### src/csfr_pkg.sv
/*
 * constants, field positions and op codes of the processor status register.
 * assumes an 8-bit core datapath on a single core clock.
 */
package csfr_pkg;
	localparam int unsigned DATA_W = 8;
	localparam int unsigned ADDR_W = 8;
	localparam int unsigned BIT_SEL_W = 3;
	localparam int unsigned DIRECT_W = 7;
	localparam int unsigned BANK_BYTES = 128;
	// =====================================================================
	// register decode
	localparam logic [7:0] STATUS_ADDR_LO = 8'h03;
	localparam logic [7:0] STATUS_ADDR_HI = 8'h83;
	localparam logic [7:0] READ_IDLE = 8'h00;
	// =====================================================================
	// field positions
	localparam int unsigned C_BIT = 0;
	localparam int unsigned DC_BIT = 1;
	localparam int unsigned Z_BIT = 2;
	localparam int unsigned PD_BIT = 3;
	localparam int unsigned TO_BIT = 4;
	localparam int unsigned RP0_BIT = 5;
	localparam int unsigned RP1_BIT = 6;
	localparam int unsigned IRP_BIT = 7;
	// =====================================================================
	// masks and reset values
	localparam logic [7:0] MASK_C = 8'h01;
	localparam logic [7:0] MASK_DC = 8'h02;
	localparam logic [7:0] MASK_Z = 8'h04;
	localparam logic [7:0] MASK_FLAGS = 8'h07;
	localparam logic [7:0] MASK_CAUSE = 8'h18;
	localparam logic [7:0] MASK_TOP = 8'he0;
	localparam logic [7:0] MASK_WRITABLE = 8'he7;
	localparam logic [7:0] STATUS_RESET = 8'h18;
	localparam logic TO_RESET = 1'b1;
	localparam logic PD_RESET = 1'b1;
	// =====================================================================
	// one-hot instruction codes
	typedef enum logic [15:0] {
		OP_NONE = 16'h0001,
		OP_ADD = 16'h0002,
		OP_SUB = 16'h0004,
		OP_AND = 16'h0008,
		OP_IOR = 16'h0010,
		OP_XOR = 16'h0020,
		OP_RRF = 16'h0040,
		OP_RLF = 16'h0080,
		OP_CLEAR_FILE_INSN = 16'h0100,
		OP_SWAP = 16'h0200,
		OP_MOVE_W_TO_FILE_INSN = 16'h0400,
		OP_BCF = 16'h0800,
		OP_BSF = 16'h1000,
		OP_COMF = 16'h2000,
		OP_WATCHDOG_CLEAR_INSN = 16'h4000,
		OP_SLEEP = 16'h8000
	} csfr_op_t;
endpackage : csfr_pkg

### src/csfr_alu_if.sv
/*
 * interface between the status core and its flag-producing alu.
 * assumes both ends are on the core clock; the alu end is combinational.
 */
`timescale 1ns/1ps
`default_nettype none
interface csfr_alu_if;
	import csfr_pkg::*;
	csfr_op_t op;
	logic [7:0] opa;
	logic [7:0] opb;
	logic [2:0] bit_sel;
	logic carry_in;
	logic [7:0] result;
	logic [7:0] flags;
	logic [7:0] flag_mask;
	modport alu (input op, input opa, input opb, input bit_sel, input carry_in,
		output result, output flags, output flag_mask);
	modport core (output op, output opa, output opb, output bit_sel, output carry_in,
		input result, input flags, input flag_mask);
endinterface : csfr_alu_if
`default_nettype wire

### src/csfr_core.sv
/*
 * processor status register: alu flags, reset-cause bits, bank selects.
 * assumes instructions arrive one per cycle on the core clock, and the
 * master clear pin is asynchronous and active low.
 */
`timescale 1ns/1ps
`default_nettype none
// How it works
// - any instruction may write the status register
// - flag-affecting ops override only the written zero/dc/carry bits they own; clear also keeps dc/carry
// - time-out and power-down bits ignore writes
// - clear gives 000u u1uu
// - bit ops, swap, move leave flags
// - subtract carries mean no borrow
// - subtract adds two's complement of operand
// - digit carry from bit three carry
// - carry from most significant bit carry
// - rotates load carry with shifted-out bit
// - time-out set by power-up, clear, sleep
// - bank bit selects 128-byte direct bank
// - master clear keeps reset-cause bits
module csfr_core (
	input wire logic ref_clk,
	input wire logic rst_n,
	input wire logic clk_en,
	input wire logic [7:0] reg_addr,
	input wire logic [7:0] reg_wdata,
	input wire logic reg_wr,
	input wire logic reg_rd,
	output logic [7:0] reg_rdata,
	input wire logic op_valid,
	input wire csfr_pkg::csfr_op_t op_code,
	input wire logic [7:0] op_a,
	input wire logic [7:0] op_b,
	input wire logic [2:0] op_bit,
	input wire logic op_dest_status,
	output logic [7:0] op_result,
	output logic op_result_valid,
	input wire logic wdt_timeout,
	input wire logic master_clear_reset_n,
	input wire logic [6:0] direct_addr,
	output logic [7:0] data_addr,
	output logic [7:0] status_value,
	output logic indirect_bank_select,
	output logic bank_select_high,
	output logic bank_select_low,
	output logic timeout_flag_n,
	output logic powerdown_flag_n,
	output logic digit_carry_flag,
	output logic carry_flag,
	output logic zero_flag
);
	import csfr_pkg::*;
	csfr_alu_if aif ();
	logic [7:0] st_r;
	logic [7:0] st_nxt;
	logic [7:0] view;
	logic [7:0] wmask;
	logic [7:0] rdata_r;
	logic [7:0] rdata_nxt;
	logic [7:0] res_r;
	logic [7:0] res_nxt;
	logic resv_r;
	logic resv_nxt;
	logic master_clear_reset_s1_r;
	logic master_clear_reset_s1_nxt;
	logic master_clear_reset_s2_r;
	logic master_clear_reset_s2_nxt;
	logic master_clear_reset_active;
	logic addr_hit;
	logic op_go;
	logic to_n;
	logic pd_n;
	// =====================================================================
	// master clear synchroniser
	always_comb begin
		master_clear_reset_s1_nxt = master_clear_reset_n;
		master_clear_reset_s2_nxt = master_clear_reset_s1_r;
	end
	always_ff @(posedge ref_clk or negedge rst_n) begin
		if (!rst_n) begin
			master_clear_reset_s1_r <= 1'b1;
			master_clear_reset_s2_r <= 1'b1;
		end else if (clk_en) begin
			master_clear_reset_s1_r <= master_clear_reset_s1_nxt;
			master_clear_reset_s2_r <= master_clear_reset_s2_nxt;
		end
	end
	assign master_clear_reset_active = !master_clear_reset_s2_r;
	assign addr_hit = (reg_addr == STATUS_ADDR_LO) || (reg_addr == STATUS_ADDR_HI);
	assign op_go = op_valid && !master_clear_reset_active;
	// =====================================================================
	// alu and reset-cause logic
	assign aif.op = op_code;
	assign aif.opa = op_a;
	assign aif.opb = op_b;
	assign aif.bit_sel = op_bit;
	assign aif.carry_in = view[C_BIT];
	csfr_alu u_alu (
		.bus(aif.alu)
	);
	csfr_rstcause u_cause (
		.ref_clk(ref_clk),
		.rst_n(rst_n),
		.clk_en(clk_en),
		.watchdog_clear_insn_evt(op_go && (op_code == OP_WATCHDOG_CLEAR_INSN)),
		.sleep_evt(op_go && (op_code == OP_SLEEP)),
		.wdt_timeout_evt(wdt_timeout),
		.timeout_flag_n(to_n),
		.powerdown_flag_n(pd_n)
	);
	// cause bits live only in the cause block, never in the written byte
	assign view = (st_r & ~MASK_CAUSE) | ({3'h0, to_n, pd_n, 3'h0} & MASK_CAUSE);
	// =====================================================================
	// status update
	always_comb begin
		st_nxt = st_r;
		wmask = MASK_WRITABLE & ~aif.flag_mask;
		if (op_code == OP_CLEAR_FILE_INSN) begin
			wmask = wmask & ~(MASK_DC | MASK_C);
		end
		if (master_clear_reset_active) begin
			st_nxt = st_r & ~MASK_TOP;
		end else if (op_valid) begin
			st_nxt = (st_r & ~aif.flag_mask) | (aif.flags & aif.flag_mask);
			if (op_dest_status) begin
				st_nxt = (st_nxt & ~wmask) | (aif.result & wmask);
			end
		end else if (reg_wr && addr_hit) begin
			st_nxt = (st_r & ~MASK_WRITABLE) | (reg_wdata & MASK_WRITABLE);
		end
	end
	always_ff @(posedge ref_clk or negedge rst_n) begin
		if (!rst_n) begin
			st_r <= STATUS_RESET;
		end else if (clk_en) begin
			st_r <= st_nxt;
		end
	end
	// =====================================================================
	// read port and result
	always_comb begin
		rdata_nxt = (reg_rd && addr_hit) ? view : READ_IDLE;
		res_nxt = op_go ? aif.result : res_r;
		resv_nxt = op_go;
	end
	always_ff @(posedge ref_clk or negedge rst_n) begin
		if (!rst_n) begin
			rdata_r <= READ_IDLE;
			res_r <= 8'h00;
			resv_r <= 1'b0;
		end else if (clk_en) begin
			rdata_r <= rdata_nxt;
			res_r <= res_nxt;
			resv_r <= resv_nxt;
		end
	end
	assign reg_rdata = rdata_r;
	assign op_result = res_r;
	assign op_result_valid = resv_r;
	assign data_addr = {view[RP0_BIT], direct_addr};
	assign status_value = view;
	assign indirect_bank_select = view[IRP_BIT];
	assign bank_select_high = view[RP1_BIT];
	assign bank_select_low = view[RP0_BIT];
	assign timeout_flag_n = view[TO_BIT];
	assign powerdown_flag_n = view[PD_BIT];
	assign zero_flag = view[Z_BIT];
	assign digit_carry_flag = view[DC_BIT];
	assign carry_flag = view[C_BIT];
endmodule : csfr_core
`default_nettype wire

### src/csfr_alu.sv
/*
 * combinational alu: result, new zero/digit carry/carry and which of them the op owns.
 * assumes opa is the file operand and opb the working register.
 */
`timescale 1ns/1ps
`default_nettype none
module csfr_alu (
	csfr_alu_if.alu bus
);
	import csfr_pkg::*;
	logic [8:0] sum;
	logic [4:0] nib;
	logic [7:0] bmask;
	logic [7:0] res;
	logic c_out;
	logic dc_out;
	logic [7:0] fmask;
	// =====================================================================
	// operation decode
	always_comb begin
		bmask = 8'h01 << bus.bit_sel;
		sum = 9'h000;
		nib = 5'h00;
		res = bus.opa;
		c_out = bus.carry_in;
		dc_out = 1'b0;
		fmask = 8'h00;
		case (bus.op)
			OP_ADD: begin
				sum = {1'b0, bus.opa} + {1'b0, bus.opb};
				nib = {1'b0, bus.opa[3:0]} + {1'b0, bus.opb[3:0]};
				res = sum[7:0];
				c_out = sum[8];
				dc_out = nib[4];
				fmask = MASK_FLAGS;
			end
			OP_SUB: begin
				// add two's complement, carry 1 means no borrow
				sum = {1'b0, bus.opa} + {1'b0, ~bus.opb} + 9'h001;
				nib = {1'b0, bus.opa[3:0]} + {1'b0, ~bus.opb[3:0]} + 5'h01;
				res = sum[7:0];
				c_out = sum[8];
				dc_out = nib[4];
				fmask = MASK_FLAGS;
			end
			OP_AND: begin
				res = bus.opa & bus.opb;
				fmask = MASK_Z;
			end
			OP_IOR: begin
				res = bus.opa | bus.opb;
				fmask = MASK_Z;
			end
			OP_XOR: begin
				res = bus.opa ^ bus.opb;
				fmask = MASK_Z;
			end
			OP_COMF: begin
				res = ~bus.opa;
				fmask = MASK_Z;
			end
			OP_RRF: begin
				res = {bus.carry_in, bus.opa[7:1]};
				c_out = bus.opa[0];
				fmask = MASK_C;
			end
			OP_RLF: begin
				res = {bus.opa[6:0], bus.carry_in};
				c_out = bus.opa[7];
				fmask = MASK_C;
			end
			OP_CLEAR_FILE_INSN: begin
				res = 8'h00;
				fmask = MASK_Z;
			end
			OP_SWAP: res = {bus.opa[3:0], bus.opa[7:4]};
			OP_MOVE_W_TO_FILE_INSN: res = bus.opb;
			OP_BCF: res = bus.opa & ~bmask;
			OP_BSF: res = bus.opa | bmask;
			default: res = bus.opa;
		endcase
	end
	assign bus.result = res;
	// zero flag follows the result whenever the op owns it
	assign bus.flags = {5'h00, (res == 8'h00), dc_out, c_out};
	assign bus.flag_mask = fmask;
endmodule : csfr_alu
`default_nettype wire

### src/csfr_rstcause.sv
/*
 * reset-cause bits: time-out and power-down, both active low.
 * assumes event inputs are one-cycle pulses on the core clock; rst_n is power-up.
 */
`timescale 1ns/1ps
`default_nettype none
module csfr_rstcause (
	input wire logic ref_clk,
	input wire logic rst_n,
	input wire logic clk_en,
	input wire logic watchdog_clear_insn_evt,
	input wire logic sleep_evt,
	input wire logic wdt_timeout_evt,
	output logic timeout_flag_n,
	output logic powerdown_flag_n
);
	import csfr_pkg::*;
	logic to_r;
	logic to_nxt;
	logic pd_r;
	logic pd_nxt;
	// =====================================================================
	// cause update, time-out wins over a same-cycle clear
	always_comb begin
		to_nxt = to_r;
		pd_nxt = pd_r;
		if (watchdog_clear_insn_evt) begin
			to_nxt = 1'b1;
			pd_nxt = 1'b1;
		end
		if (sleep_evt) begin
			to_nxt = 1'b1;
			pd_nxt = 1'b0;
		end
		if (wdt_timeout_evt) begin
			to_nxt = 1'b0;
		end
	end
	always_ff @(posedge ref_clk or negedge rst_n) begin
		if (!rst_n) begin
			to_r <= TO_RESET;
			pd_r <= PD_RESET;
		end else if (clk_en) begin
			to_r <= to_nxt;
			pd_r <= pd_nxt;
		end
	end
	assign timeout_flag_n = to_r;
	assign powerdown_flag_n = pd_r;
endmodule : csfr_rstcause
`default_nettype wire

### config.mk
export PLATFORM = sky130hd
export DESIGN_NAME = csfr_core
export DESIGN_NICKNAME = d
export VERILOG_FILES = /design/src/csfr_pkg.sv /design/src/csfr_alu_if.sv /design/src/csfr_core.sv /design/src/csfr_alu.sv /design/src/csfr_rstcause.sv
export SDC_FILE = /design/constraint.sdc
export NUM_CORES = 1
export LEC_CHECK = 0
export ABC_AREA = 1
export BUFFER_PORTS_ARGS = -buffer_cell sky130_fd_sc_hd__buf_4
export CAP_MARGIN = 20
export CORE_MARGIN = 2
export CORE_UTILIZATION = 53
export DETAILED_ROUTE_END_ITERATION = 16
export PLACE_DENSITY = 0.94
export REMOVE_ABC_BUFFERS = 1
export SETUP_SLACK_MARGIN = 0.2
export SYNTH_ARGS = -nofsm -noshare
export SYNTH_HDL_FRONTEND = slang
export SYNTH_SLANG_ARGS = --single-unit
### constraint.sdc
create_clock -name ref_clk -period 1.87 [get_ports ref_clk]
set_input_delay 0.187 -clock ref_clk [delete_from_list [all_inputs] [get_ports ref_clk]]
set_output_delay 0.187 -clock ref_clk [all_outputs]
set_load 0.05 [all_outputs]
==> flow_summary.ini, run 1 <==
[status]
outcome = aborted with a tool error
last-stage-reached = 5_1_grt
error_line = [ERROR GRT-0232] Routing congestion too high. Check the congestion heatmap in the GUI.

[synthesis]
yosysSeqAreaShare_pct = 18.95
synth_top_area_cell = nand2_1
syn_area_um2 = 3592
ys_ff_latch = 27
yosys_warnings = 0
syn_inst = 615
yosysTopAreaCellShare_pct = 19.33
synth_area_leaders = nand2_1 (19%), dfrtp_1 (16%), nand3_1 (11%)
synth_cell_types = 38
synth_area_per_cell_um2 = 5.841

[die]
placementRows = 30
io_pins = 108
start_util_pct = 53.76
die_h_um = 86.33
fp.dieW_um = 86.33

[global_route]
track_usage_pct = 75.93
grt_max_degree = 28
overflow = 23

[cts]
ctsRootBufferMaster = clkbuf_8
cts_buffer_depth = 2
htreeDepth = 1
cts.sinks = 27
cts_buffers = 3

[placement]
routabilityCongestion = 1.115
dpl.hpwl_mm = 11.05
io_buffers = 90

[sta]
grt_repair_worst_endpoint = st_r[2]$_DFFE_PN0P_/D
worst-ep-kind = sequential cell input
-- kinds of logic after synthesis --
group,share of synthesized area [%]
flip-flops,18.95
AO/OA/AOI/OAI,9.753
adder cells (fa/ha/maj),6.688
AND/OR/NAND/NOR,49.53
XOR/XNOR,0.4877
buffers and inverters,14.59
-- synth_stat cells --
| cell type | instances |
|---|---|
| nor3_1 | 13 |
| clkbuf_1 | 3 |
| nand2_1 | 185 |
| dfrtp_1 | 23 |
| xor2_1 | 1 |
| o21a_1 | 1 |
| nor2_8 | 2 |
| fa_1 | 2 |
| buf_4 | 16 |
| a22oi_1 | 1 |
| o311ai_0 | 1 |
| a32o_1 | 1 |
| nor2_4 | 2 |
| nor2_2 | 12 |
| buf_6 | 5 |
| o31ai_1 | 7 |
| ha_1 | 16 |
| nand3b_1 | 2 |
| nor4_1 | 2 |
| a211oi_1 | 1 |
| o21ai_1 | 3 |
| o22ai_1 | 2 |
| o221ai_1 | 3 |
| and2_1 | 1 |
| a21oi_1 | 17 |
| inv_1 | 86 |
| nand3_1 | 81 |
| nand4_1 | 7 |
| xnor2_1 | 1 |
| inv_2 | 1 |
| nand2_2 | 5 |
| o21bai_1 | 1 |
| nor2_1 | 75 |
| o21ai_0 | 22 |
| nand2_4 | 5 |
| nand3_2 | 3 |
| dfstp_2 | 4 |
| buf_2 | 2 |
-- per-layer routing --
metal	global-route usage, %	overflow
met5	17.48	0
met4	73.72	11
met3	64.67	3
met2	90.63	8
met1	76.37	1
-- stage by stage --
| step | worst slack, ns | cells | hold slack, ns | instance area, um^2 |
|---|---|---|---|---|
| 2_1_floorplan | -0.04659 | 589 | -0.1086 | 3395 |
| 3_3_place_gp | -0.2929 | 857 | 0.1077 | 4943 |
| 3_5_place_dp | -0.4596 | 857 | 0.1162 | 4943 |
| 4_1_cts | 0.03612 | 868 | 0.1064 | 5230 |
-- what timing repair did --
item | CTS
hold buffers | 1
setup buffers | 5
pin swaps | 30
gates cloned | 1
setup endpoints to repair | 14
endpoints found under the hold margin | 23
resized for setup | 47
==> run 2, diff against run 1 <==
CORE_UTILIZATION = 40   (was 53)
PLACE_DENSITY = not set   (was 0.94)
PLACE_DENSITY_LB_ADDON = 0.15   (was not set)
SETUP_SLACK_MARGIN = not set   (was 0.2)
==> flow_summary.ini, run 2 <==
[critical_path]
worst_path_most_repeated_cell = nand2_1
cpMaxStageDelayCell = fa_2
arrival_ns = 2.04
ff2ff_path_depth = 7
crit_start = op_b[0]
path_max_fanout = 3
r2r-start = master_clear_reset_s2_r
rr_endpoint = u_cause.timeout_flag_n
cp-end-kind = flip-flop
critical-path-max-stage-delay_ns = 0.40
crit_chain = buf_4, ha_2, fa_2, nand3_2, nand2_4, nor2_1, nor3_1, nor2_1, nand3_1, nor2_2, nand2_1, nor2_1, nand3_1, nand2_1, nand2_1, nand2_1
start_kind = input pin
cp.required_ns = 2.08
reg2reg_setup_slack_ns = 0.19
path_class = in2reg

[synthesis]
async_flop_share_pct = 100.0
synth-edff-count = 0
syn_area_um2 = 3592
yosysTopAreaCellShare_pct = 19.33
synth_top_area_cell = nand2_1
yosysMostFrequentCell = nand2_1
syn_inst = 615
synth_area_leaders = nand2_1 (19%), dfrtp_1 (16%), nand3_1 (11%)
yosys_warnings = 0
synth_cell_types = 38
ys.flop_type = dfrtp_1
yosysSeqAreaShare_pct = 18.95
ys_ff_latch = 27
synth_area_per_cell_um2 = 5.841
ys_top_cells_by_count = nand2_1 (185), inv_1 (86), nand3_1 (81)

[die]
fp.dieW_um = 98.77
io_pins = 108
die-area_um2 = 9755
placementRows = 34
die_h_um = 98.77
start_util_pct = 41.19
fp.coreArea_um2 = 8721

[finish]
final_common_cell = buf_4
multi_input_area_um2 = 2649
fillerInstances = 855
diodes = 0
drive_gt1_share_pct = 37.24
regArea_um2 = 680.7
layout.nets = 897
syn_to_final_growth_pct = 55.07
final_area_um2 = 5570
final_cell_mix = buf_4 (208), nand2_1 (176), inv_1 (79)
instances_no_fill = 919

[sta]
final_hold_viol_count = 0
skew_ns = 0.001611
max_slew.worst_pin.slew_ns = 0.4132
slew_headroom_pct = 72.20
max_freq_ghz = 0.5468
drv_slew = 0
rsz0062_at_grt = true
layout_min_cycle_time_ns = 1.829
finalSetupViolations = 0
final.period_utilization_pct = 97.79

[cts]
htreeDepth = 1
path_clk_slew_ns = 0.08
cts.sinks = 27
cts_tree = done
insertion_delay_ns = 0.26
ctsRootBufferMaster = clkbuf_8
cts_buffer_depth = 2
cts_buffers = 3

[min_path]
hold_class = in2reg
min_from = master_clear_reset_n
holdPathStages = 3
worstHoldEndpoint = master_clear_reset_s1_r

[drt]
vias_per_cell = 5.118
vias = 4703
wirelength_mm = 13.57
drc = 0
first_pass_iters = 5
ant_nets = 0
drt_iter0_markers = 352
wl_per_cell_um = 14.76

[pwr]
p_per_area_nw_per_um2 = 422.2
vdd_drop_max_uv = 300.9
leakagePower_nw = 3.153

[global_route]
grt_max_degree = 28
track_usage_pct = 26.96
grt_pass1_wl_mm = 21.51
antenna_found_initial = 0
grt_pass1_vias = 4582
overflow = 0

[placement]
routabilityCongestion = 1.010
place_area_um2 = 5109
dpl.hpwl_mm = 11.01
io_buffers = 90
dp_cells = 899

[run]
cap_violations = 0

[status]
outcome = complete, no violations
-- run 2: cell counts after synthesis --
Identical to the previous run, type by type.
-- run 2: critical path, delay by kind of cell --
family,cells,cell delay [ns]
simple gates,13,1.14
buf+inv,1,0.13
fa+ha+maj,2,0.59
-- run 2: metrics by stage --
stage	TNS [ns]	total power, mW	setup WS (ns)	utilization, %	hold slack [ns]
6_report	0	2.352	0.04127	63.87	0.1229
5_1_grt	-0.1452	2.479	-0.08063	63.87	0.1296
3_5_place_dp	-3.631	1.939	-0.4586	58.58	0.1126
4_1_cts	0	2.274	0.009323	59.90	0.1237
2_1_floorplan	-0.05157	1.394	-0.04659	-	-0.1086
3_3_place_gp	-3.265	1.923	-0.4042	58.58	0.1138
-- run 2: logic make-up (layout without fill, tap and decap cells) --
family / Yosys count / count (layout) / share of synthesized area, %
compound gates: 60 / 60 / 9.753
xor+xnor: 2 / 2 / 0.4877
fa+ha+maj: 18 / 18 / 6.688
buf+inv: 113 / 309 / 14.59
flops: 27 / 27 / 18.95
simple gates: 395 / 395 / 49.53
-- run 2: area by class of cell --
cell class / count / area share [%]
Multi-Input combinational cell: 475 / 47.55
Timing Repair Buffer: 218 / 31.04
Sequential cell: 27 / 12.22
Inverter: 87 / 5.952
Tap cell: 108 / 2.426
Clock buffer: 4 / 0.8086
-- run 2: how the worst max path moves through the flow --
stage | end | slack, ns | cells past startpoint
3_3_place_gp | st_r[2] | -0.40 | 20
3_5_place_dp | st_r[2] | -0.46 | 20
4_1_cts | st_r[2] | 0.009 | 17
5_1_grt | st_r[2] | -0.08 | 20
2_1_floorplan | st_r[2] | -0.05 | 19
6_report | st_r[2] | 0.04 | 16
-- run 2: per-layer routing --
| metal | global-route usage, % | vias up | wire length, um |
|---|---|---|---|
| li1 | - | 2342 | - |
| met1 | 35.00 | 2179 | 5868 |
| met2 | 46.99 | 157 | 6766 |
| met3 | 1.915 | 25 | 582 |
| met4 | 9.800 | 0 | 347 |
| met5 | 0 | - | 0 |
-- run 2: power by group --
part	leakage [nW]	total [mW]	internal [mW]	switching, mW
logic	2.79	1.31	0.503	0.811
registers	0.341	0.720	0.660	0.0598
clock network	0.0228	0.318	0.152	0.166
-- run 2: repair_timing --
item	4_1_cts	5_1_grt
buffers inserted	1	14
pin swaps	11	28
gates resized for setup	18	62
endpoints found under the hold margin	23	0
hold buffers	1	0
endpoints found under the setup margin	4	13
No activity file was read; power rests on OpenSTA's default activity.
